File: config.mk
export PLATFORM = sky130hd
export DESIGN_NAME = dbgc_top
export DESIGN_NICKNAME = d
export VERILOG_FILES = /design/src/shared/dbgc_pkg.sv /design/src/dbgc_brk.sv /design/src/dbgc_cmd.sv /design/src/dbgc_top.sv
export VERILOG_INCLUDE_DIRS = /design/src /design/src/shared
export SDC_FILE = /design/constraint.sdc
export NUM_CORES = 1
export LEC_CHECK = 0
export ABC_CLOCK_PERIOD_IN_PS = 1100
export BUFFER_PORTS_ARGS = -buffer_cell sky130_fd_sc_hd__buf_2
export CAP_MARGIN = 20
export CELL_PAD_IN_SITES_DETAIL_PLACEMENT = 1
export CELL_PAD_IN_SITES_GLOBAL_PLACEMENT = 1
export CORE_ASPECT_RATIO = 2
export CORE_UTILIZATION = 26
export CTS_BUF_LIST = sky130_fd_sc_hd__clkbuf_4 sky130_fd_sc_hd__clkbuf_8
export DETAILED_ROUTE_END_ITERATION = 10
export GPL_TIMING_DRIVEN = 0
export PLACE_DENSITY_LB_ADDON = 0.1
export SLEW_MARGIN = 20
export SYNTH_ARGS = -nofsm -noshare
export SYNTH_HDL_FRONTEND = slang
export SYNTH_SLANG_ARGS = --single-unit
File: constraint.sdc
create_clock -name CLK -period 1.1 [get_ports CLK]
set_input_delay 0.11 -clock CLK [delete_from_list [all_inputs] [get_ports CLK]]
set_output_delay 0.11 -clock CLK [all_outputs]
set_load 0.05 [all_outputs]
File: src/shared/dbgc_regs.svh
`ifndef DBGC_REGS_SVH
`define DBGC_REGS_SVH

// command codes
`define DBGC_CMD_STATUS_READ   8'hE4
`define DBGC_CMD_CONTROL_WRITE 8'hC4
`define DBGC_CMD_HALT_REQUEST  8'h90
`define DBGC_CMD_RESUME        8'h08

// field positions of debug_ctrl_status
`define DBGC_BIT_PERMIT        7
`define DBGC_BIT_HALTED        6
`define DBGC_BIT_BRK_EN        5
`define DBGC_BIT_FORCE         4
`define DBGC_BIT_LOW_POWER     2
`define DBGC_BIT_LP_FAIL       1

// reset value of the control bits
`define DBGC_CTRL_RESET        8'h00
// mask of writable bits
`define DBGC_WRITE_MASK        8'hB0

`endif

File: src/shared/dbgc_pkg.sv
package dbgc_pkg;

	// one command from the serial engine
	typedef struct packed {
		logic       valid;
		logic [7:0] code;
		logic [7:0] data;
	} dbgc_cmd_t;

	// CPU-side status inputs
	typedef struct packed {
		logic        in_low_power;
		logic        at_boundary;
		logic        queue_end;
		logic        mem_fail;
		logic [13:0] addr;
		logic        fetch;
	} dbgc_cpu_t;

	typedef enum logic [1:0] {
		DBGC_RUN  = 2'b01,
		DBGC_HALT = 2'b10
	} dbgc_mode_t;

endpackage : dbgc_pkg

File: src/dbgc_brk.sv
`timescale 1ns/1ps
`default_nettype none
`include "dbgc_regs.svh"

module dbgc_brk #(
	parameter int AW = 14
) (
	input  wire logic          clk,
	input  wire logic          rst,
	input  wire logic          enable,
	input  wire logic          force_sel,
	input  wire logic [AW-1:0] match_addr,
	input  wire logic [AW-1:0] cpu_addr,
	input  wire logic          fetch,
	input  wire logic          at_boundary,
	input  wire logic          queue_end,
	input  wire logic          halted,
	output logic               break_req
);
	typedef struct packed {
		logic pend;
		logic tag;
	} dbgc_brk_st_t;

	dbgc_brk_st_t st_q;
	dbgc_brk_st_t st_d;
	logic         hit;

	// disabled ignores
	assign hit = enable && (cpu_addr == match_addr);

	always_comb begin
		st_d = st_q;
		// force mode
		if (hit && force_sel)
			st_d.pend = 1'b1;
		// tag fetched opcode
		if (hit && !force_sel && fetch)
			st_d.tag = 1'b1;
		if (halted || !enable) begin
			st_d.pend = 1'b0;
			st_d.tag  = 1'b0;
		end
	end

	// tagged opcode only stops once it reaches the queue end
	assign break_req = !halted && ((st_q.pend && at_boundary) || (st_q.tag && queue_end));

	always_ff @(posedge clk) begin
		if (rst)
			st_q <= '0;
		else
			st_q <= st_d;
	end
endmodule : dbgc_brk
`default_nettype wire

File: src/dbgc_cmd.sv
`timescale 1ns/1ps
`default_nettype none
`include "dbgc_regs.svh"

module dbgc_cmd (
	input  wire logic              clk,
	input  wire logic              rst,
	input  wire dbgc_pkg::dbgc_cmd_t cmd,
	input  wire logic              halted,
	input  wire logic              low_power,
	output logic                   is_read,
	output logic                   is_write,
	output logic                   is_halt,
	output logic                   is_resume
);
	logic v;

	// low power blocks only resume here; read, write and halt still pass
	assign v = cmd.valid && !rst;
	// serial commands only
	assign is_read   = v && cmd.code == `DBGC_CMD_STATUS_READ;
	assign is_write  = v && cmd.code == `DBGC_CMD_CONTROL_WRITE;
	// halt request still works
	assign is_halt   = v && cmd.code == `DBGC_CMD_HALT_REQUEST;
	assign is_resume = v && !low_power && halted && cmd.code == `DBGC_CMD_RESUME;
endmodule : dbgc_cmd
`default_nettype wire

File: src/dbgc_top.sv
// What this block does
// halt mode only entered when permit bit 7 is set
// permit bit stays set until normal reset; the code also lets a control write outside halt clear it
// host sets permit early when stop mode and debug wanted
// bit 6 shows halted: 1 in halt mode, 0 running
// bit 5 clear disables breakpoint, ignoring force select and address
// force select 1: address match halts at next instruction boundary
// force select 0: match tags opcode, halts when it reaches queue end
// bit 2 shows wait/stop, or halt entered from wait/stop
// in wait/stop most commands fail; halt request still halts; the code blocks only resume, while read and control write still pass
// host reads status and checks halted before other commands
// bit 1 set when memory command fails due to wait/stop
// host recovers by halt request, repeat, resume
// register reached only by status read and control write commands
// status bits read-only, control write never changes them
// control write during halt leaves permit unchanged
// status read is code E4, returns eight bits
// control write is code C4 with eight data bits
// bits 3 and 0 read zero, writes ignored
// halted set on halt entry, cleared when program resumes
`timescale 1ns/1ps
`default_nettype none
`include "dbgc_regs.svh"

module dbgc_top #(
	parameter int AW = 14
) (
	input  wire logic                CLK,
	input  wire logic                SYS_RST,
	input  wire dbgc_pkg::dbgc_cmd_t CMD,
	input  wire dbgc_pkg::dbgc_cpu_t CPU,
	input  wire logic [AW-1:0]       BRK_ADDR,
	output logic                     RD_VALID,
	output logic [7:0]               RD_DATA,
	output logic                     HALT_CPU,
	output logic                     HALTED
);
	typedef struct packed {
		logic               permit;
		logic               brk_en;
		logic               force_sel;
		dbgc_pkg::dbgc_mode_t mode;
		logic               lp_entry;
		logic               lp_fail;
		logic               rd_valid;
		logic [7:0]         rd_data;
	} dbgc_st_t;

	dbgc_st_t st_q;
	dbgc_st_t st_d;
	logic     is_read;
	logic     is_write;
	logic     is_halt;
	logic     is_resume;
	logic     break_req;
	logic     halted;
	logic     low_power;
	logic [7:0] status;

	// reset image kept at byte width so single bits can be picked from it
	localparam logic [7:0] ctrl_reset = `DBGC_CTRL_RESET;

	assign halted = (st_q.mode == dbgc_pkg::DBGC_HALT);
	// wait/stop status
	assign low_power = CPU.in_low_power || (halted && st_q.lp_entry);

	dbgc_cmd u_cmd (
		.clk       (CLK),
		.rst       (SYS_RST),
		.cmd       (CMD),
		.halted    (halted),
		.low_power (CPU.in_low_power),
		.is_read   (is_read),
		.is_write  (is_write),
		.is_halt   (is_halt),
		.is_resume (is_resume)
	);

	dbgc_brk #(.AW(AW)) u_brk (
		.clk         (CLK),
		.rst         (SYS_RST),
		.enable      (st_q.brk_en),
		.force_sel   (st_q.force_sel),
		.match_addr  (BRK_ADDR),
		.cpu_addr    (CPU.addr),
		.fetch       (CPU.fetch),
		.at_boundary (CPU.at_boundary),
		.queue_end   (CPU.queue_end),
		.halted      (halted),
		.break_req   (break_req)
	);

	// unused bits zero
	always_comb begin
		status                   = 8'h00;
		status[`DBGC_BIT_PERMIT] = st_q.permit;
		// halted indicator
		status[`DBGC_BIT_HALTED] = halted;
		status[`DBGC_BIT_BRK_EN] = st_q.brk_en;
		status[`DBGC_BIT_FORCE]  = st_q.force_sel;
		status[`DBGC_BIT_LOW_POWER] = low_power;
		status[`DBGC_BIT_LP_FAIL] = st_q.lp_fail;
	end

	always_comb begin
		st_d          = st_q;
		st_d.rd_valid = 1'b0;
		// status read E4
		if (is_read) begin
			st_d.rd_valid = 1'b1;
			st_d.rd_data  = status;
		end
		// control write C4
		if (is_write) begin
			// permit frozen in halt
			if (!halted)
				st_d.permit = CMD.data[`DBGC_BIT_PERMIT];
			// status bits untouched
			st_d.brk_en    = CMD.data[`DBGC_BIT_BRK_EN];
			st_d.force_sel = CMD.data[`DBGC_BIT_FORCE];
		end
		// failure flag, set wins
		if (CMD.valid && CPU.mem_fail && CPU.in_low_power)
			st_d.lp_fail = 1'b1;
		else if (halted && !CPU.in_low_power && is_resume)
			st_d.lp_fail = 1'b0;
		case (st_q.mode)
			dbgc_pkg::DBGC_RUN: begin
				// entry needs permit
				if (st_q.permit && (is_halt || break_req)) begin
					// set on halt entry
					st_d.mode     = dbgc_pkg::DBGC_HALT;
					st_d.lp_entry = CPU.in_low_power;
				end
			end
			dbgc_pkg::DBGC_HALT: begin
				// clear on resume
				if (is_resume) begin
					st_d.mode     = dbgc_pkg::DBGC_RUN;
					st_d.lp_entry = 1'b0;
				end
			end
			default: st_d.mode = dbgc_pkg::DBGC_RUN;
		endcase
	end

	assign RD_VALID = st_q.rd_valid;
	assign RD_DATA  = st_q.rd_data;
	assign HALT_CPU = halted;
	assign HALTED   = halted;

	// permit cleared by reset or by a control write outside halt
	always_ff @(posedge CLK) begin
		if (SYS_RST) begin
			st_q           <= '0;
			st_q.permit    <= ctrl_reset[`DBGC_BIT_PERMIT];
			st_q.mode      <= dbgc_pkg::DBGC_RUN;
		end else begin
			st_q <= st_d;
		end
	end
endmodule : dbgc_top
`default_nettype wire

Word level (Yosys, flattened, before mapping). Index checks and enable logic that the tools add are counted.

Reduce and logical (&&, ||, !) cells: 35. Mux-type cells: 7. Bitwise gates (word level): 1. Equality and inequality tests: 9.

Operators by type and width (count): $eq A8 B8 Y1 const B (3); $logic_and A1 B1 Y1 (20); $eq A14 B14 Y1 (1); $mux W9 (1); $eq A8 B4 Y1 const B (1); $mux W3 (2); $logic_not A1 Y1 (5); $logic_or A1 B1 Y1 (4); $ne A2 B2 Y1 const B (2); $pmux W2 S2 (1); $reduce_and A2 Y1 (2); $reduce_bool A2 Y1 (2); $reduce_and A3 Y1 (1); $eq A2 B1 Y1 const B (1); $eq A2 B2 Y1 const B (1); $mux W1 (2); $pmux W1 S2 (1); $reduce_or A2 Y1 (1); $not A1 Y1 (1).

Output and inout bits: 11. Logic and storage cells: 62. Register bits after elaboration: 16. Input port bits: 52.

Longest topological paths before layout.
Depth in word-level cells: 8. Mapped depth: 5. Mapped depth without buffers: 5.

Hierarchy. From an unflattened synthesis, not the netlist that was laid out.

Cells, all modules: 104. Area total of the unflattened synthesis: 985.9 sq um.

By module, submodules not included: dbgc_top (sequential area each 280.3 sq um, area an instance 601.8 sq um, cells each 62, instances 1); dbgc_brk (sequential area each 40.0 sq um, area an instance 271.5 sq um, cells each 29, instances 1); dbgc_cmd (sequential area each 0.0 sq um, area an instance 112.6 sq um, cells each 13, instances 1).

Worst setup path after synthesis. OpenSTA, ideal clock, no wires.

Path type: flip-flop to flip-flop. From: register st_q[11] (netlist bit). To: register st_q[9] (netlist bit). Data arrival time: 1284 ps. Path buffers: 0. Stages on the path, launching flop included: 6. Required time: 972 ps. Period minus slack after synthesis: 1412 ps. Slack: -312 ps. Cells stage by stage: dfxtp_1 > nand2b_1 > inv_1 > nand4_1 > a32oi_1 > nor2_1.

Word-level cells in the longest chain between the ends: 5. Elaborated cells on any way between the ends: 6. Those cells by class: 1 x eq/ne; 5 x reduce/logical.

Ends and longest elaborated chain: start, declared (RTL line dbgc_top.sv:49) `dbgc_st_t st_q;`; start signal, assigned (RTL line dbgc_top.sv:159) `st_q <= st_d;`; $eq A2 B2 Y1 * (RTL line dbgc_top.sv:63) `assign halted = (st_q.mode == dbgc_pkg::DBGC_HALT);`; via HALTED (RTL line dbgc_top.sv:36) `output logic HALTED`; $logic_and A1 B1 Y1 (RTL line dbgc_cmd.sv:25) `` assign is_resume = v && !low_power && halted && cmd.code == `DBGC_CMD_RESUME; ``; $logic_and A1 B1 Y1 (no source line); $logic_and A1 B1 Y1 * (RTL line dbgc_top.sv:125) `else if (halted && !CPU.in_low_power && is_resume)`; $reduce_bool A2 Y1 (no source line) *.

Mark *: on every way through the listed nets, which the timed path passes. The rest lies on a longest branch. A chain may end at the register's enable or synchronous reset.

Worst setup path after layout.
From: register st_q[11] (netlist bit). To: register u_brk.st_q[0] (netlist bit).

Word-level cells in the longest chain between the ends: 3.

Ends and longest elaborated chain: $eq A2 B2 Y1 (RTL line dbgc_top.sv:63); $logic_or A1 B1 Y1 (RTL line dbgc_brk.sv:40) `if (halted || !enable) begin`; $reduce_or A2 Y1 (no source line); end signal, assigned (RTL line dbgc_brk.sv:53) `st_q <= st_d;`; end, declared (RTL line dbgc_brk.sv:25) `dbgc_brk_st_t st_q;`.

No other way between the ends.

==> summary.txt <==
Failing checks: design-rule violations, negative setup slack
Sw frac: 22.67%
Finished Layout Cells: 193
Initial antenna violation count: 0
DR vias/cell: 4.855
Final Instance Area: 1373 um2
Clock Latency Late Sink: 0.24 ns
Flops & latches, synth: 16
Number of synthesized flops with an enable pin: 0
Comb pwr share: 17.0%
R2r endpoint: u_brk.st_q[0]$_SDFFE_PP0P_
Root Driver: clkbuf_8
Number of global-route vias before repair: 952
Total Routing Usage GR: 14.42%
Post-Synthesis Cell Area: 899.6 um2
Final hold violations: 0
Fill cell count: 408
Core Region: 3229 um2
Synth cell types: 31
Die area: 3714 um2
# Max-Cap Violations: 0
Required time of the worst setup path: 1.28 ns
Mapped Cells: 97
Fraction of the yosys area taken by sequential cells: 35.61%
Commonest non-fill, non-tap cells in the layout: buf_2, buf_4, dfxtp_1, xnor2_1
Die H: 85.19 um
Ys flop type: dfxtp_1
Residual DRC: 4
Final ANT Viol Nets: 0
WHS: 0.09478 ns
PortBufs: 55
Clock Sinks: 16
Starting Density: 27.86%
Placed cell count: 184
Pleak: 0.6717 nW
Die width: 43.60 um
Maximum vdd drop: 532.3 uV
Clk slew on worst S/H paths: 0.06 ns
Clock power share: 35.1%
Worst r2r path cells: 6
DP Area: 1241 um2
Worst r2r src: st_q[11]$_SDFFE_PP1P_
Max-slew violations: 0
Reg2reg setup slack: -0.17 ns
Tot Pwr: 1.218 mW
Slowest cell on the critical path: dfxtp_2
DP HPWL: 2.081 mm
Max incr delay on CP: 0.32 ns
CTS tree: built
Row count: 29
Yosys warns: 0
CP Launch Type: flop
Largest net degree at the start of global routing: 11
GP Congestion: 0.7254
Crit Path Class: flop to flop
CP cell instances: nand2b_4 -> clkinvlp_4 -> buf_4 -> nor3b_4 -> nand3b_1 -> o21ai_1
Hold path cells: 2
Commonest non-fill, non-tap cell in the layout: buf_2
Total routed wirelength: 2.471 mm
Run status: complete, but fails checks
Fmax: 789.5 MHz
Clk buf depth: 2
First-pass GRT wire length: 3.946 mm
Post-layout min period: 1.267 ns
Worst path bufs/invs: 2
N_diodes: 0
Arr. time, crit path: 1.44 ns
Number of nets in the layout: 216
P&R area growth vs syn: 52.57%
End of the worst hold path: RD_DATA[2]$_SDFFE_PP0P_
Hold Path Class: input pin to flop
Top delay family on crit path: simple AND/OR/NAND/NOR gates
Clock skew: 0.001265 ns
Pwr Density: 887.4 nW/um2
RSZ-0062 raised after global routing: true
Final setup fails: 11
Final setup margin: -0.1666 ns
Ports: 63
Ratio of cells with drive above 1 in the final layout: 51.23%
Sequential power share: 47.8%
CP Max Fanout: 4
CTS Buf Count: 3
Share of flip-flops with an asynchronous set or reset: 0%
Avg Cell Area, Syn: 9.274 um2
Routed len/inst: 12.80 um
Total gr overflow: 0
Via count: 937
Net Sw Power: 0.2761 mW
DR iter-0 viols: 6
Critical hold path startpoint: SYS_RST
Setup crit end kind: flop
CTS H-Tree Depth: 1
Pint: 0.9419 mW
Tcrit/Tclk final: 115.1%
Drt pass-1 iters: 7
[power by group through the flow]
stage	Combinational, mW	Sequential, mW	Clock (mW)
floorplan	0.0896	0.595	0
global route	0.227	0.582	0.476
CTS	0.211	0.583	0.445
detailed placement	0.202	0.595	0
global placement	0.195	0.596	0
finish	0.208	0.583	0.428
[Yosys cell counts, types with 5 or more instances]
library cell,count,area [um2]
buf_4,9,67.56
dfxtp_1,16,320.3
mux2i_1,8,80.08
nand2_1,5,18.77
nand4_1,5,31.28
nor2_1,8,30.03
xnor2_1,14,122.6
[state kept, by name, indices dropped and copies added (netlist names)]
signal,cells
RD_VALID,1
u_brk.st_q,2
RD_DATA,6
st_q,7
[timing repair]
action | 4_1_cts | 5_1_grt
hold buffers | 0 | 0
setup endpoints to repair | 16 | 18
resized for setup | 12 | 2
setup buffers | 6 | 0
pin swaps | 3 | 4
[kinds of logic (layout without fill, tap and decap cells)]
family,after synthesis,in the layout,synth area share [%]
simple gates,35,35,24.34
flops,16,16,35.61
xor+xnor,14,14,13.63
buf+inv,13,77,9.317
compound gates,10,10,7.790
mux,8,8,8.902
other cells,1,2,0.4168
[layout make-up]
cell class	instances	area (um2)	area share, %
Buffer	11	82.58	6.016
Clock buffer	3	41.29	3.008
Inverter	2	11.26	0.8204
Multi-Input combinational cell	69	521.8	38.01
Sequential cell	16	322.8	23.52
Tap cell	31	38.79	2.826
Timing Repair Buffer	61	354.1	25.80
[worst reg2reg max path, cell delays in order (launching register included)]
cell,delay (ns)
dfxtp_2,0.32
nand2b_4,0.13
clkinvlp_4,0.12
buf_4,0.17
nor3b_4,0.22
nand3b_1,0.10
o21ai_1,0.13
[worst max-delay path by stage]
stage / startpoint / to / slack [ns] / depth (start not counted)
floorplan: st_q[11]$_SDFFE_PP1P_ / st_q[11]$_SDFFE_PP1P_ / -0.22 / 5
global placement: SYS_RST / RD_DATA[2]$_SDFFE_PP0P_ / -0.40 / 5
detailed placement: SYS_RST / RD_DATA[2]$_SDFFE_PP0P_ / -0.40 / 5
CTS: st_q[11]$_SDFFE_PP1P_ / u_brk.st_q[0]$_SDFFE_PP0P_ / -0.17 / 6
global route: st_q[11]$_SDFFE_PP1P_ / st_q[9]$_SDFFE_PP0P_ / -0.23 / 6
finish: st_q[11]$_SDFFE_PP1P_ / u_brk.st_q[0]$_SDFFE_PP0P_ / -0.17 / 6
[per-stage QoR]
step,setup slack (ns),TNS (ns),util [%]
final,-0.1666,-1.104,42.50
after global routing,-0.2270,-2.564,42.50
after CTS,-0.1748,-1.267,42.31
after detailed placement,-0.4015,-4.477,38.43
after global placement,-0.4045,-4.155,38.43
after floorplan,-0.2209,-1.182,-
[layer usage]
metal  routed length [um]  up-vias  share of wire (%)  global-route usage, %
li1                     -      458                  -                      -
met1                  769      425                 31                  12.47
met2                 1461       50                 59                  28.36
met3                  195        4                7.9                  2.766
met4                   44        0                1.8                  7.670
met5                    0        -                  0                      0
Note: power is estimated with default switching activity, not from simulation.
